<file path="config.mk">
export PLATFORM = sky130hd
export DESIGN_NAME = lpc_cycle_ctrl
export DESIGN_NICKNAME = d
export VERILOG_FILES = /design/src/hdl/lpc_pkg.sv /design/src/hdl/lpc_cycle_ctrl.sv
export SDC_FILE = /design/constraint.sdc
export NUM_CORES = 1
export LEC_CHECK = 0
export BUFFER_PORTS_ARGS = -buffer_cell sky130_fd_sc_hd__buf_2
export CAP_MARGIN = 20
export CORE_ASPECT_RATIO = 1.2
export CORE_MARGIN = 5
export CORE_UTILIZATION = 56
export CTS_CLUSTER_DIAMETER = 30
export DETAILED_ROUTE_END_ITERATION = 10
export HOLD_SLACK_MARGIN = 0.12
export PLACE_DENSITY_LB_ADDON = 0.25
export SLEW_MARGIN = 20
export SYNTH_ARGS = -nofsm -noshare
export SYNTH_HDL_FRONTEND = slang
export SYNTH_SLANG_ARGS = --single-unit
</file>
<file path="constraint.sdc">
create_clock -name i_clk -period 3.7 [get_ports i_clk]
set_input_delay 0.185 -clock i_clk [delete_from_list [all_inputs] [get_ports i_clk]]
set_output_delay 0.185 -clock i_clk [all_outputs]
set_load 0.02 [all_outputs]
</file>
<file path="src/hdl/lpc_pkg.sv">
`default_nettype none
package lpc_pkg;
  // register offsets on the internal register port
  localparam logic [4:0] ADDR_ENABLE = 5'h00;
  localparam logic [4:0] ADDR_LIGHT_TIME = 5'h01;
  localparam logic [4:0] ADDR_PROX_TIME = 5'h02;
  localparam logic [4:0] ADDR_WAIT = 5'h03;
  localparam logic [4:0] ADDR_LOW_LO = 5'h04;
  localparam logic [4:0] ADDR_LOW_HI = 5'h05;
  localparam logic [4:0] ADDR_HIGH_LO = 5'h06;
  localparam logic [4:0] ADDR_HIGH_HI = 5'h07;
  localparam logic [4:0] ADDR_PERSIST = 5'h0C;
  localparam logic [4:0] ADDR_CONFIG = 5'h0D;
  localparam logic [4:0] ADDR_STATUS = 5'h13;
  // reset values
  localparam logic [7:0] RST_ENABLE = 8'h00;
  localparam logic [7:0] RST_TIME = 8'hFF;
  localparam logic [7:0] RST_ZERO = 8'h00;
  // function_enable fields
  localparam int EN_POWER_ON = 0;
  localparam int EN_LIGHT = 1;
  localparam int EN_PROX = 2;
  localparam int EN_WAIT = 3;
  localparam int EN_LIGHT_MASK = 4;
  localparam int EN_PROX_MASK = 5;
  localparam int EN_SLEEP = 6;
  localparam logic [7:0] EN_WRITABLE = 8'h7F;
  // configuration fields
  localparam int CFG_WAIT_STRETCH = 1;
  localparam logic [7:0] CFG_WRITABLE = 8'h07;
  // status fields
  localparam int ST_LIGHT_PEND = 4;
  localparam int ST_PROX_PEND = 5;
  // command byte: select bit, type field, special code
  localparam logic [2:0] CMD_SPECIAL = 3'h7;
  localparam logic [4:0] SF_CLR_PROX = 5'h05;
  localparam logic [4:0] SF_CLR_LIGHT = 5'h06;
  localparam logic [4:0] SF_CLR_BOTH = 5'h07;
  // timing: one oscillator unit is 2.73 ms
  // kept in ns so every term stays inside a 32-bit int
  localparam int CLK_PERIOD_NS = 10;
  localparam int UNIT_TIME_NS = 2730000;
  localparam int UNIT_CYCLES = UNIT_TIME_NS / CLK_PERIOD_NS;
  localparam logic [8:0] UNIT_SPAN = 9'h100;
  localparam logic [3:0] WAIT_STRETCH_FACTOR = 4'hC;
  // one-hot cycle phases
  typedef enum logic [3:0] {
    PH_IDLE = 4'h1,
    PH_PROX = 4'h2,
    PH_WAIT = 4'h4,
    PH_LIGHT = 4'h8
  } lpc_phase_t;
endpackage
`default_nettype wire

</file>
<file path="src/hdl/lpc_cycle_ctrl.sv">
// Behaviour
// RULE1: host writes zero to enable bit seven
// RULE2: sleep-after-interrupt clears power after interrupting cycle
// RULE3: proximity interrupts only while proximity mask set
// RULE4: light interrupts only while light mask set
// RULE5: wait enable bit turns wait timer on/off
// RULE6: proximity enable bit turns proximity phase on/off
// RULE7: light enable bit turns light converter on/off
// RULE8: power-on bit gates oscillator, timers and converters
// RULE9: light integration is 256 minus value units
// RULE10: light value zero gives 256 units
// RULE11: proximity integration uses same unit encoding
// RULE12: host should program proximity time 0xFF
// RULE13: wait units stretch twelvefold with wait_stretch
// RULE14: wait count is 256 minus value
// RULE15: host loads wait before enabling measurements
// RULE16: light interrupt when result outside window, persistent
// RULE17: thresholds are 16-bit, low byte first
// RULE18: wait_stretch lives in configuration register
// RULE19: special commands clear pending interrupts, self-clearing
// RULE20: persistence filter per light and proximity
// RULE21: equal to threshold counts as inside
// RULE22: cycle runs proximity, wait, then light
`default_nettype none
module lpc_cycle_ctrl #(
  parameter int TICK_CYCLES = lpc_pkg::UNIT_CYCLES  // clocks per 2.73 ms unit
) (
  // clock and reset
  input wire logic i_clk,
  input wire logic i_rst,
  // register port behind the serial interface
  input wire logic i_reg_we,
  input wire logic i_reg_re,
  input wire logic [4:0] i_reg_addr,
  input wire logic [7:0] i_reg_wdata,
  output logic [7:0] o_reg_rdata,
  // command byte with special functions
  input wire logic i_cmd_we,
  input wire logic [7:0] i_cmd_byte,
  // converter results, same clock domain
  input wire logic [15:0] i_light_result,
  input wire logic i_prox_out_of_range,
  // converter and oscillator control
  output logic o_osc_run,
  output logic o_prox_active,
  output logic o_wait_active,
  output logic o_light_active,
  // interrupt pin, active low
  output logic o_int_n
);
  localparam int TW = (TICK_CYCLES > 1) ? $clog2(TICK_CYCLES) : 1;

  // refuse a unit length the divider cannot serve
  if (TICK_CYCLES < 1) begin : g_bad_tick
    $error("TICK_CYCLES must be at least one");
  end

  // light persistence code to required run length
  function automatic logic [5:0] light_need(input logic [3:0] code);
    if (code <= 4'h3) begin
      light_need = {2'b00, code};
    end else begin
      light_need = 6'((code - 4'h3) * 4'h5);
    end
  endfunction

  // two's-complement register value to unit count
  function automatic logic [11:0] units_of(input logic [7:0] val);
    units_of = {3'b000, lpc_pkg::UNIT_SPAN - {1'b0, val}};
  endfunction

  // registers
  logic [7:0] enable_reg;  // function_enable
  logic [7:0] light_time_reg;  // light_integration_time
  logic [7:0] prox_time_reg;  // prox_integration_time
  logic [7:0] wait_reg;  // wait_period
  logic [7:0] low_lo_reg;  // light_low_thresh_lo
  logic [7:0] low_hi_reg;  // light_low_thresh_hi
  logic [7:0] high_lo_reg;  // light_high_thresh_lo
  logic [7:0] high_hi_reg;  // light_high_thresh_hi
  logic [7:0] persist_reg;  // light and prox persistence
  logic [7:0] config_reg;  // holds wait_stretch
  logic light_pend_reg;  // sticky light interrupt
  logic prox_pend_reg;  // sticky proximity interrupt
  logic [5:0] light_run_reg;  // consecutive light out-of-range
  logic [3:0] prox_run_reg;  // consecutive prox out-of-range
  logic [TW-1:0] div_reg;  // oscillator divider
  logic [11:0] units_reg;  // units left in phase
  lpc_pkg::lpc_phase_t state_reg;
  lpc_pkg::lpc_phase_t state_next;

  // decoded controls
  logic power_on;
  logic tick;
  logic phase_end;
  logic light_out;
  logic light_fire;
  logic prox_fire;
  logic sleep_go;
  logic clr_light;
  logic clr_prox;
  logic special_cmd;
  logic [15:0] low_thresh;
  logic [15:0] high_thresh;

  assign power_on = enable_reg[lpc_pkg::EN_POWER_ON];
  assign low_thresh = {low_hi_reg, low_lo_reg};  // low byte first [RULE17]
  assign high_thresh = {high_hi_reg, high_lo_reg};  // [RULE17]
  // equal to a threshold stays inside the window [RULE21]
  assign light_out = (i_light_result < low_thresh) || (i_light_result > high_thresh);
  assign tick = power_on && (div_reg == TW'(TICK_CYCLES - 1));
  assign phase_end = tick && (units_reg == 12'h001);

  // special function decode; each clear lasts the command cycle only [RULE19]
  assign special_cmd = i_cmd_we && (i_cmd_byte[7:5] == lpc_pkg::CMD_SPECIAL);
  assign clr_prox = special_cmd && ((i_cmd_byte[4:0] == lpc_pkg::SF_CLR_PROX) ||
                    (i_cmd_byte[4:0] == lpc_pkg::SF_CLR_BOTH));  // [RULE19]
  assign clr_light = special_cmd && ((i_cmd_byte[4:0] == lpc_pkg::SF_CLR_LIGHT) ||
                     (i_cmd_byte[4:0] == lpc_pkg::SF_CLR_BOTH));  // [RULE19]

  // persistence: code zero fires every cycle, else after a run [RULE20]
  assign light_fire = o_light_active && phase_end &&
                      enable_reg[lpc_pkg::EN_LIGHT_MASK] &&  // [RULE4]
                      ((persist_reg[3:0] == 4'h0) ||
                       (light_out && (light_run_reg + 6'h01 >= light_need(persist_reg[3:0]))));
  assign prox_fire = o_prox_active && phase_end &&
                     enable_reg[lpc_pkg::EN_PROX_MASK] &&  // [RULE3]
                     ((persist_reg[7:4] == 4'h0) ||
                      (i_prox_out_of_range &&
                       ({1'b0, prox_run_reg} + 5'h01 >= {1'b0, persist_reg[7:4]})));

  // power down when a measurement phase ends with an interrupt [RULE2]
  assign sleep_go = enable_reg[lpc_pkg::EN_SLEEP] && phase_end &&
                    (((state_reg == lpc_pkg::PH_PROX) && (prox_fire || prox_pend_reg)) ||
                     ((state_reg == lpc_pkg::PH_LIGHT) && (light_fire || light_pend_reg)));

  // register writes; any host register write beats the sleep clear
  always_ff @(posedge i_clk) begin
    if (i_rst) begin
      enable_reg <= lpc_pkg::RST_ENABLE;
      light_time_reg <= lpc_pkg::RST_TIME;
      prox_time_reg <= lpc_pkg::RST_TIME;
      wait_reg <= lpc_pkg::RST_TIME;
      low_lo_reg <= lpc_pkg::RST_ZERO;
      low_hi_reg <= lpc_pkg::RST_ZERO;
      high_lo_reg <= lpc_pkg::RST_ZERO;
      high_hi_reg <= lpc_pkg::RST_ZERO;
      persist_reg <= lpc_pkg::RST_ZERO;
      config_reg <= lpc_pkg::RST_ZERO;
    end else if (i_reg_we) begin
      unique case (i_reg_addr)
        // bit seven is not stored, host writes it as zero [RULE1]
        lpc_pkg::ADDR_ENABLE: enable_reg <= i_reg_wdata & lpc_pkg::EN_WRITABLE;
        lpc_pkg::ADDR_LIGHT_TIME: light_time_reg <= i_reg_wdata;
        lpc_pkg::ADDR_PROX_TIME: prox_time_reg <= i_reg_wdata;
        lpc_pkg::ADDR_WAIT: wait_reg <= i_reg_wdata;
        lpc_pkg::ADDR_LOW_LO: low_lo_reg <= i_reg_wdata;
        lpc_pkg::ADDR_LOW_HI: low_hi_reg <= i_reg_wdata;
        lpc_pkg::ADDR_HIGH_LO: high_lo_reg <= i_reg_wdata;
        lpc_pkg::ADDR_HIGH_HI: high_hi_reg <= i_reg_wdata;
        lpc_pkg::ADDR_PERSIST: persist_reg <= i_reg_wdata;
        lpc_pkg::ADDR_CONFIG: config_reg <= i_reg_wdata & lpc_pkg::CFG_WRITABLE;  // [RULE18]
        default: ;  // unmapped writes are dropped
      endcase
    end else if (sleep_go) begin
      enable_reg[lpc_pkg::EN_POWER_ON] <= 1'b0;  // [RULE2]
    end
  end

  // register reads, registered data
  always_ff @(posedge i_clk) begin
    if (i_rst) begin
      o_reg_rdata <= 8'h00;
    end else if (i_reg_re) begin
      unique case (i_reg_addr)
        lpc_pkg::ADDR_ENABLE: o_reg_rdata <= enable_reg;
        lpc_pkg::ADDR_LIGHT_TIME: o_reg_rdata <= light_time_reg;
        lpc_pkg::ADDR_PROX_TIME: o_reg_rdata <= prox_time_reg;
        lpc_pkg::ADDR_WAIT: o_reg_rdata <= wait_reg;
        lpc_pkg::ADDR_LOW_LO: o_reg_rdata <= low_lo_reg;
        lpc_pkg::ADDR_LOW_HI: o_reg_rdata <= low_hi_reg;
        lpc_pkg::ADDR_HIGH_LO: o_reg_rdata <= high_lo_reg;
        lpc_pkg::ADDR_HIGH_HI: o_reg_rdata <= high_hi_reg;
        lpc_pkg::ADDR_PERSIST: o_reg_rdata <= persist_reg;
        lpc_pkg::ADDR_CONFIG: o_reg_rdata <= config_reg;
        // status shows the sticky flags and the live phase
        lpc_pkg::ADDR_STATUS: o_reg_rdata <= {2'b00, prox_pend_reg, light_pend_reg, state_reg};
        default: o_reg_rdata <= 8'h00;
      endcase
    end
  end

  // oscillator divider, held at zero while power is off [RULE8]
  always_ff @(posedge i_clk) begin
    if (i_rst || !power_on) begin
      div_reg <= '0;
    end else if (tick) begin
      div_reg <= '0;
    end else begin
      div_reg <= div_reg + TW'(1);
    end
  end

  // phase sequence: proximity, optional wait, light [RULE22]
  always_comb begin
    state_next = state_reg;
    if (!power_on) begin
      state_next = lpc_pkg::PH_IDLE;  // [RULE8]
    end else begin
      unique case (state_reg)
        lpc_pkg::PH_PROX: begin
          if (!enable_reg[lpc_pkg::EN_PROX]) begin
            state_next = lpc_pkg::PH_IDLE;  // [RULE6]
          end else if (phase_end) begin
            if (enable_reg[lpc_pkg::EN_WAIT]) begin
              state_next = lpc_pkg::PH_WAIT;  // [RULE5]
            end else if (enable_reg[lpc_pkg::EN_LIGHT]) begin
              state_next = lpc_pkg::PH_LIGHT;
            end else begin
              state_next = lpc_pkg::PH_IDLE;
            end
          end
        end
        lpc_pkg::PH_WAIT: begin
          if (!enable_reg[lpc_pkg::EN_WAIT]) begin
            state_next = lpc_pkg::PH_IDLE;  // [RULE5]
          end else if (phase_end) begin
            state_next = enable_reg[lpc_pkg::EN_LIGHT] ? lpc_pkg::PH_LIGHT : lpc_pkg::PH_IDLE;
          end
        end
        lpc_pkg::PH_LIGHT: begin
          if (!enable_reg[lpc_pkg::EN_LIGHT] || phase_end) begin
            state_next = lpc_pkg::PH_IDLE;  // [RULE7]
          end
        end
        default: begin
          // idle restarts a cycle; a lone wait with nothing to measure stays idle
          if (enable_reg[lpc_pkg::EN_PROX]) begin
            state_next = lpc_pkg::PH_PROX;
          end else if (enable_reg[lpc_pkg::EN_LIGHT]) begin
            state_next = enable_reg[lpc_pkg::EN_WAIT] ? lpc_pkg::PH_WAIT : lpc_pkg::PH_LIGHT;
          end else begin
            state_next = lpc_pkg::PH_IDLE;
          end
        end
      endcase
    end
  end

  // phase register
  always_ff @(posedge i_clk) begin
    if (i_rst) begin
      state_reg <= lpc_pkg::PH_IDLE;
    end else begin
      state_reg <= state_next;
    end
  end

  // unit counter loaded on phase entry, counts oscillator ticks
  always_ff @(posedge i_clk) begin
    if (i_rst) begin
      units_reg <= 12'h000;
    end else if (state_next != state_reg) begin
      unique case (state_next)
        lpc_pkg::PH_PROX: units_reg <= units_of(prox_time_reg);  // [RULE11]
        lpc_pkg::PH_LIGHT: units_reg <= units_of(light_time_reg);  // [RULE9] [RULE10]
        lpc_pkg::PH_WAIT: begin
          // stretch multiplies units, so one divider serves both rates
          if (config_reg[lpc_pkg::CFG_WAIT_STRETCH]) begin
            units_reg <= 12'(units_of(wait_reg) * lpc_pkg::WAIT_STRETCH_FACTOR);  // [RULE13]
          end else begin
            units_reg <= units_of(wait_reg);  // [RULE14]
          end
        end
        default: units_reg <= 12'h000;
      endcase
    end else if (tick && (units_reg != 12'h000)) begin
      units_reg <= units_reg - 12'h001;
    end
  end

  // consecutive out-of-range runs, counted per measurement [RULE20]
  always_ff @(posedge i_clk) begin
    if (i_rst) begin
      light_run_reg <= 6'h00;
      prox_run_reg <= 4'h0;
    end else begin
      if ((state_reg == lpc_pkg::PH_LIGHT) && phase_end) begin
        light_run_reg <= (light_out && !light_fire) ? light_run_reg + 6'h01 : 6'h00;
      end
      if ((state_reg == lpc_pkg::PH_PROX) && phase_end) begin
        prox_run_reg <= (i_prox_out_of_range && !prox_fire) ? prox_run_reg + 4'h1 : 4'h0;
      end
    end
  end

  // sticky interrupt flags; a new interrupt beats a same-cycle clear
  always_ff @(posedge i_clk) begin
    if (i_rst) begin
      light_pend_reg <= 1'b0;
      prox_pend_reg <= 1'b0;
    end else begin
      if (light_fire) begin
        light_pend_reg <= 1'b1;  // [RULE16]
      end else if (clr_light) begin
        light_pend_reg <= 1'b0;  // [RULE19]
      end
      if (prox_fire) begin
        prox_pend_reg <= 1'b1;
      end else if (clr_prox) begin
        prox_pend_reg <= 1'b0;  // [RULE19]
      end
    end
  end

  // interrupt pin and converter controls from flops
  always_ff @(posedge i_clk) begin
    if (i_rst) begin
      o_int_n <= 1'b1;
    end else begin
      o_int_n <= !(light_pend_reg || prox_pend_reg);  // [RULE16]
    end
  end

  assign o_osc_run = power_on;  // [RULE8]
  // gated by the live bits: an aborted phase must not show during its last cycle
  assign o_prox_active = power_on && enable_reg[lpc_pkg::EN_PROX] &&
                         (state_reg == lpc_pkg::PH_PROX);  // [RULE6]
  assign o_wait_active = power_on && enable_reg[lpc_pkg::EN_WAIT] &&
                         (state_reg == lpc_pkg::PH_WAIT);  // [RULE5]
  assign o_light_active = power_on && enable_reg[lpc_pkg::EN_LIGHT] &&
                          (state_reg == lpc_pkg::PH_LIGHT);  // [RULE7]

  // checks
  logic any_pend;
  assign any_pend = light_pend_reg || prox_pend_reg;
endmodule
`default_nettype wire

</file>
# Word-level counts from Yosys, hierarchy flattened
# Cells that the tools add are included.
# totals
reg_bits	130
input_bits	43
out_inout_bits	13
# classes
addsub	9
n_mul	2
order_cmp	5
n_eq_ne	24
mux	27
reduce_logical	64
# ops
op	n
case mux 8 bit (11 select lines)	1
two-way mux 4 bit	12
two-way mux 12 bit	3
case mux 12 bit (3 select lines)	1
== test 5 x 3 -> 1 bit, second input constant	7
logical AND 1 bit	28
subtractor 9 x 8 -> 9 bit, first input constant	3
AND reduction 2 bit	11
adder 19 x 1 -> 19 bit, second input constant	1
== test 19 bit, second input constant	1
greater-than comparator 16 bit	1
< comparator 16 bit	1
== test 12 x 1 -> 1 bit, second input constant	1
two-way mux 6 bit	2
case mux 4 bit (3 select lines)	1
nonzero test 12 bit	1
subtractor 12 x 1 -> 12 bit, second input constant	1
logical OR 1 bit	11
== test 5 x 2 -> 1 bit, second input constant	2
== test 5 x 4 -> 1 bit, second input constant	2
multiplier 9 x 2 -> 10 bit, second input constant	1
== test 4 x 2 -> 1 bit, second input constant	2
== test 4 x 3 -> 1 bit, second input constant	2
== test 4 bit, second input constant	2
19 further kinds	33

# Depth between registers and ports, before layout
# logic_depth
ltp_word	13
depth_mapped	18
mapped_depth_nobuf	17

# Worst setup path before layout
# No wires, ideal clock.
# synth_timing
path_kind	reg-to-reg
startpoint	register persist_reg[2]
endpoint	register enable_reg[0]
setup_time_ns	0.106
arrival_time_ns	3.616
slack_ns	-0.022
stages_incl_launch_ff	19
cell_sequence	dfxtp_1 -> clkbuf_1 -> a21oi_1 -> xor2_1 -> ha_1 -> ha_1 -> fa_1 -> xor2_1 -> nor3_1 -> a311oi_1 -> a21oi_1 -> a21oi_1 -> ha_1 -> a21oi_1 -> a21oi_1 -> a21oi_1 -> nor2_1 -> a211o_1 -> o311ai_0
# synth_between
elab_chain_cells	13
elab_cells_between_ends	15
classes_between	add/sub (1); mul (1); order compare (2); mux (1); reduce/logical (10)
# synth_lines
item	line_no	text
start: declaration	lpc_cycle_ctrl.sv:81	logic [7:0] persist_reg;
start signal: assignment	lpc_cycle_ctrl.sv:148	persist_reg <= lpc_pkg::RST_ZERO;
start signal: assignment	lpc_cycle_ctrl.sv:161	lpc_pkg::ADDR_PERSIST: persist_reg <= i_reg_wdata;
subtractor 4 x 2 -> 5 bit	lpc_cycle_ctrl.sv:63	light_need = 6'((code - 4'h3) * 4'h5);
multiplier 6 x 3 -> 6 bit	lpc_cycle_ctrl.sv:63	
two-way mux 6 bit	lpc_cycle_ctrl.sv:60	if (code <= 4'h3) begin
greater-or-equal comparator 6 bit	lpc_cycle_ctrl.sv:125	(light_out && (light_run_reg + 6'h01 >= light_need(persist_reg[3:0]))));
logical AND 1 bit	lpc_cycle_ctrl.sv:125	
logical OR 1 bit (*)	lpc_cycle_ctrl.sv:124	((persist_reg[3:0] == 4'h0) ||
logical AND 1 bit (*)	lpc_cycle_ctrl.sv:123	enable_reg[lpc_pkg::EN_LIGHT_MASK] &&
logical OR 1 bit (*)	lpc_cycle_ctrl.sv:135	((state_reg == lpc_pkg::PH_LIGHT) && (light_fire || light_pend_reg)));
logical AND 1 bit (*)	lpc_cycle_ctrl.sv:135	
logical OR 1 bit (*)	lpc_cycle_ctrl.sv:134	(((state_reg == lpc_pkg::PH_PROX) && (prox_fire || prox_pend_reg)) ||
logical AND 1 bit (*)	lpc_cycle_ctrl.sv:133	assign sleep_go = enable_reg[lpc_pkg::EN_SLEEP] && phase_end &&
nonzero test 2 bit (no line) (*)	-	
AND reduction 2 bit (no line) (*)	-	
end signal: assignment	lpc_cycle_ctrl.sv:140	enable_reg <= lpc_pkg::RST_ENABLE;
end signal: assignment	lpc_cycle_ctrl.sv:153	lpc_pkg::ADDR_ENABLE: enable_reg <= i_reg_wdata & lpc_pkg::EN_WRITABLE;
end: declaration	lpc_cycle_ctrl.sv:73	logic [7:0] enable_reg;
# Mark *: on every way between the ends. The rest lies on a longest branch, timed or not.
# A chain may end at the register's enable or synchronous reset.

# Final worst setup path
# layout_timing
startpoint	register persist_reg[0]
endpoint	register enable_reg[0]
# The elaborated chain is that of the path after synthesis.

==> impl_results.html <==
<table>
<tr><th>Metric</th><th>Value</th></tr>
<tr><th colspan="2">Run status</th></tr>
<tr><td>Result of the run</td><td>completed</td></tr>
<tr><th colspan="2">Synth</th></tr>
<tr><td>Largest family of logic cells by synthesized area</td><td>simple AND/OR/NAND/NOR gates</td></tr>
<tr><td>Number of storage elements in the synthesis netlist</td><td>130</td></tr>
<tr><td>Parity-gate share of the synthesized area counting xor and xnor cells</td><td>6.722%</td></tr>
<tr><td>Avg Inst Size Synth</td><td>7.757 µm²</td></tr>
<tr><td>Fraction of registers with async set/reset</td><td>0%</td></tr>
<tr><td>Mapped Area</td><td>8339 µm²</td></tr>
<tr><td>Dominant register cell in the synthesized netlist</td><td>dfxtp_1</td></tr>
<tr><td>Sequential area share after synthesis</td><td>31.21%</td></tr>
<tr><td>Adder-Cell Fraction of Synth Area</td><td>between 9 and 10%</td></tr>
<tr><td>Compound-cell area share of the yosys netlist</td><td>16.74%</td></tr>
<tr><td>Post-synth cell types</td><td>between 70 and 80</td></tr>
<tr><td>Number of enable flip-flop cells after synthesis</td><td>0</td></tr>
<tr><td>Post-Syn Nets</td><td>1182</td></tr>
<tr><td>Gate count after technology mapping</td><td>1075</td></tr>
<tr><td>Post-synthesis simple-gate area fraction</td><td>26.89%</td></tr>
<tr><td>Yosys warning count</td><td>0</td></tr>
<tr><td>Multiplexer area fraction after synthesis</td><td>3.241%</td></tr>
<tr><th colspan="2">STA</th></tr>
<tr><td>Total negative slack</td><td>0 ns</td></tr>
<tr><td>Setup repair after global routing missed its margin</td><td>no</td></tr>
<tr><td>Timing-limited maximum frequency</td><td>between 0.2 and 0.3 GHz</td></tr>
<tr><td>Time the worst path needs with I/O delays and setup</td><td>3.501 ns</td></tr>
<tr><td>Max-slew violation total from the final report</td><td>0</td></tr>
<tr><td>Final worst setup slack</td><td>0.1991 ns</td></tr>
<tr><td>Number of setup violations in the final report</td><td>0</td></tr>
<tr><td>WHS</td><td>0.1456 ns</td></tr>
<tr><td>Maximum clock skew at final layout</td><td>0.007754 ns</td></tr>
<tr><td>Fin crit share</td><td>~95%</td></tr>
<tr><td>Transition time at the pin with the least slew margin</td><td>0.9338 ns</td></tr>
<tr><td>Final hold vios</td><td>0</td></tr>
<tr><td>Slew Limit Headroom</td><td>37.52%</td></tr>
<tr><th colspan="2">Power and ir drop</th></tr>
<tr><td>Power per cell area</td><td>370.1 nW/µm²</td></tr>
<tr><td>Lkg Pwr</td><td>~3.7 nW</td></tr>
<tr><td>Peak ir drop on the vdd network</td><td>0.2939 mV</td></tr>
<tr><th colspan="2">Final layout</th></tr>
<tr><td>Largest register FFs</td><td>19</td></tr>
<tr><td>Post-route design area</td><td>approximately 9500 µm²</td></tr>
<tr><td>Share of post-route cells with drive strength above 1</td><td>12.24%</td></tr>
<tr><td>Final layout net count</td><td>approximately 1200</td></tr>
<tr><td>N_diodes</td><td>0</td></tr>
<tr><td>Synthesis-to-finish area growth</td><td>13.32%</td></tr>
<tr><td>Filler cell count in the final layout</td><td>about 1300</td></tr>
<tr><th colspan="2">Global routing</th></tr>
<tr><td>Total grt overflow</td><td>0</td></tr>
<tr><td>Met3 track utilization from global routing</td><td>between 5 and 6%</td></tr>
<tr><td>Largest net degree at the start of global routing</td><td>51</td></tr>
<tr><td>Met1 usage</td><td>33.55%</td></tr>
<tr><td>First-pass GRT wire length</td><td>a little under 40000 µm</td></tr>
<tr><td>Number of global-route vias before repair</td><td>7694</td></tr>
<tr><td>Overall Global Routing Usage</td><td>28.34%</td></tr>
<tr><td>Highest-utilization routing layer at the global route stage</td><td>met2</td></tr>
<tr><td>Number of antenna violations at the first check in global routing</td><td>0</td></tr>
<tr><td>Met2 usage in global routing</td><td>48.03%</td></tr>
<tr><th colspan="2">Clock network</th></tr>
<tr><td>Max Root-Sink Buffers</td><td>2</td></tr>
<tr><td>Number of buffers inserted during clock tree synthesis</td><td>17</td></tr>
<tr><td>CTS sink cnt</td><td>130</td></tr>
<tr><td>Total setup buffers inserted after CTS</td><td>0</td></tr>
<tr><td>H-Tree Level Count</td><td>4</td></tr>
<tr><td>Clock-pin slew reported for the worst setup and hold paths after clock tree synthesis</td><td>0.06 ns</td></tr>
<tr><td>Clock tree from TritonCTS</td><td>done</td></tr>
<tr><td>Clk root buf</td><td>clkbuf_16</td></tr>
<tr><td>Clk_lat worst skew</td><td>0.43 ns</td></tr>
<tr><th colspan="2">Worst setup path</th></tr>
<tr><td>WP data required</td><td>4.01 ns</td></tr>
<tr><td>Worst endpoint data arrival time</td><td>between 3 and 4 ns</td></tr>
<tr><td>Biggest fanout along the worst timing path</td><td>6</td></tr>
<tr><td>Slowest stage delay, CP</td><td>0.37 ns</td></tr>
<tr><td>Cell with the largest stage delay on the worst path</td><td>dfxtp_4</td></tr>
<tr><td>Worst setup EP type</td><td>flop</td></tr>
<tr><td>Type of the worst setup path</td><td>flop to flop</td></tr>
<tr><td>Kind of launch point of the worst setup path</td><td>flop</td></tr>
<tr><td>Cell breakdown of the critical path</td><td>inv_1 &gt; ha_1 &gt; ha_1 &gt; ha_1 &gt; fa_2 &gt; xor2_2 &gt; nor3_1 &gt; a311oi_1 &gt; a21oi_1 &gt; a21oi_1 &gt; ha_1 &gt; a21oi_1 &gt; a21oi_1 &gt; a21oi_2 &gt; nor2_1 &gt; a211o_1 &gt; o311ai_0</td></tr>
<tr><th colspan="2">Floorplan</th></tr>
<tr><td>DIE WIDTH</td><td>121.4 µm</td></tr>
<tr><td>Initial Utilization</td><td>57.38%</td></tr>
<tr><td>Count of boundary I/O pins</td><td>56</td></tr>
<tr><td>Die span in y</td><td>around 140 µm</td></tr>
<tr><td>Count of standard-cell rows</td><td>48</td></tr>
<tr><td>Die area</td><td>17440 µm²</td></tr>
<tr><td>Floorplan core area</td><td>~15000 µm²</td></tr>
<tr><th colspan="2">Route</th></tr>
<tr><td>Routed vias</td><td>8119</td></tr>
<tr><td>Routed WL</td><td>24160 µm</td></tr>
<tr><td>DRC violation count after routing</td><td>0</td></tr>
<tr><td>Per-cell routed wire length</td><td>18.21 µm</td></tr>
<tr><td>Iteration-0 DRC count of the detailed router</td><td>between 800 and 900</td></tr>
<tr><td>DRT Pass-1 Iters</td><td>5</td></tr>
<tr><td>Post-route ant nets</td><td>0</td></tr>
<tr><td>Drt via density</td><td>6.118</td></tr>
<tr><th colspan="2">Worst hold path</th></tr>
<tr><td>Min-Delay Path Class</td><td>input port to flop</td></tr>
<tr><th colspan="2">Place</th></tr>
<tr><td>Final GP Congestion</td><td>0.9778</td></tr>
<tr><td>Setup Slack @ Placement</td><td>0.04170 ns</td></tr>
<tr><td>IO Port Bufs</td><td>55</td></tr>
<tr><td>DP Area</td><td>between 8000 and 9000 µm²</td></tr>
<tr><td>DP HPWL</td><td>17670 µm</td></tr>
<tr><th colspan="2">Job</th></tr>
<tr><td>Max cap viols</td><td>0</td></tr>
</table>
[layout by cell type (no fill, tap or decap), types with 5 or more instances in the layout]
cell type / instances
nand3_1: 95
mux2i_1: 27
and3_1: 6
a22o_1: 10
nor4_1: 7
inv_1: 56
nand4_1: 17
xnor2_1: 31
a21o_1: 12
ha_1: 63
o211ai_1: 11
a21oi_1: 78
dfxtp_1: 127
nand2b_1: 16
a221oi_1: 13
buf_2: 55
xor2_1: 32
nor2b_1: 15
nor3_1: 31
clkbuf_16: 17
a211oi_1: 13
o21ai_0: 18
nor2_1: 103
a22oi_1: 14
buf_4: 26
clkbuf_8: 5
nand2_1: 126
[routing by layer]
metal	part of all wire [%]	vias to the layer above
met4	6.1	0
met1	40	3766
li1	-	3894
met3	6.9	100
met2	47	359
met5	0	-
[synthesized netlist by cell type (all sizes together) (12+ instances only)]
cell,number,area (µm²)
a21oi,79,395.4
mux2i,27,270.3
inv,56,210.2
nand2,126,473.0
nand2b,16,100.1
dfxtp,130,2603
a21o,12,90.09
nor2b,15,93.84
nor2,104,392.9
ha,63,788.3
o21ai,20,100.1
a22oi,14,105.1
a221oi,13,113.9
nand4,18,118.9
xor2,33,289.0
clkbuf,58,217.7
a211oi,14,105.1
nor3,33,181.4
nand3,96,485.5
xnor2,31,271.5
[final cells by class]
cell class                 instances  area [µm²]  area share (%)
clock buffer                      25       505.5           5.349
clock inverter                     7       72.57          0.7679
inverter                          56       210.2           2.224
multi-input combinational        825        5303           56.11
sequential                       130        2609           27.60
tap                              200       250.2           2.648
timing repair buffer              84       500.5           5.296
[power by group]
part           switching (mW)  internal [mW]  leakage (nW)
combinational           0.241          0.143          2.41
clock                   0.634           1.01         0.280
sequential             0.0347           1.43          1.05
[per-stage QoR]
stage                     power, mW  cells  utilization (%)
after floorplan               1.740   1075                -
after global placement        1.859   1292            60.65
after detailed placement      1.862   1292            60.65
after CTS                     3.493   1327            64.88
after global routing          3.614   1327            65.02
final                         3.498   1327            65.02
[worst max-delay path, delay by kind of cell, from the launching register on]
family	cells	cell delay [ns]
buf+inv	1	0.06
flops	1	0.37
fa+ha+maj	5	1.44
simple gates	2	0.15
xor+xnor	1	0.19
compound gates	8	1.15
[cell families after synthesis]
family | Yosys count
and+or+nand+nor | 461
AOI/OAI and AO/OA | 209
DFF | 130
buffers and inverters | 120
xor gates and xnor gates | 64
adders and majority gates | 64
muxes | 27
[worst paths after layout]
kind | slack [ns] | start | cells past startpoint | end
min reg2reg | 0.47 | div_reg[0] | 1 | div_reg[0]
min | 0.15 | i_reg_wdata[2] | 3 | persist_reg[2]
max reg2reg | 0.20 | persist_reg[0] | 17 | enable_reg[0]
max | 0.20 | persist_reg[0] | 17 | enable_reg[0]
[repair_timing]
item                                    in CTS  in global routing
resized for setup                            1                  7
hold endpoints to repair                     9                  0
pin swaps                                    0                  1
endpoints found under the setup margin       1                  9
hold buffers                                 3                  0
No activity file was read; power rests on OpenSTA's default activity.
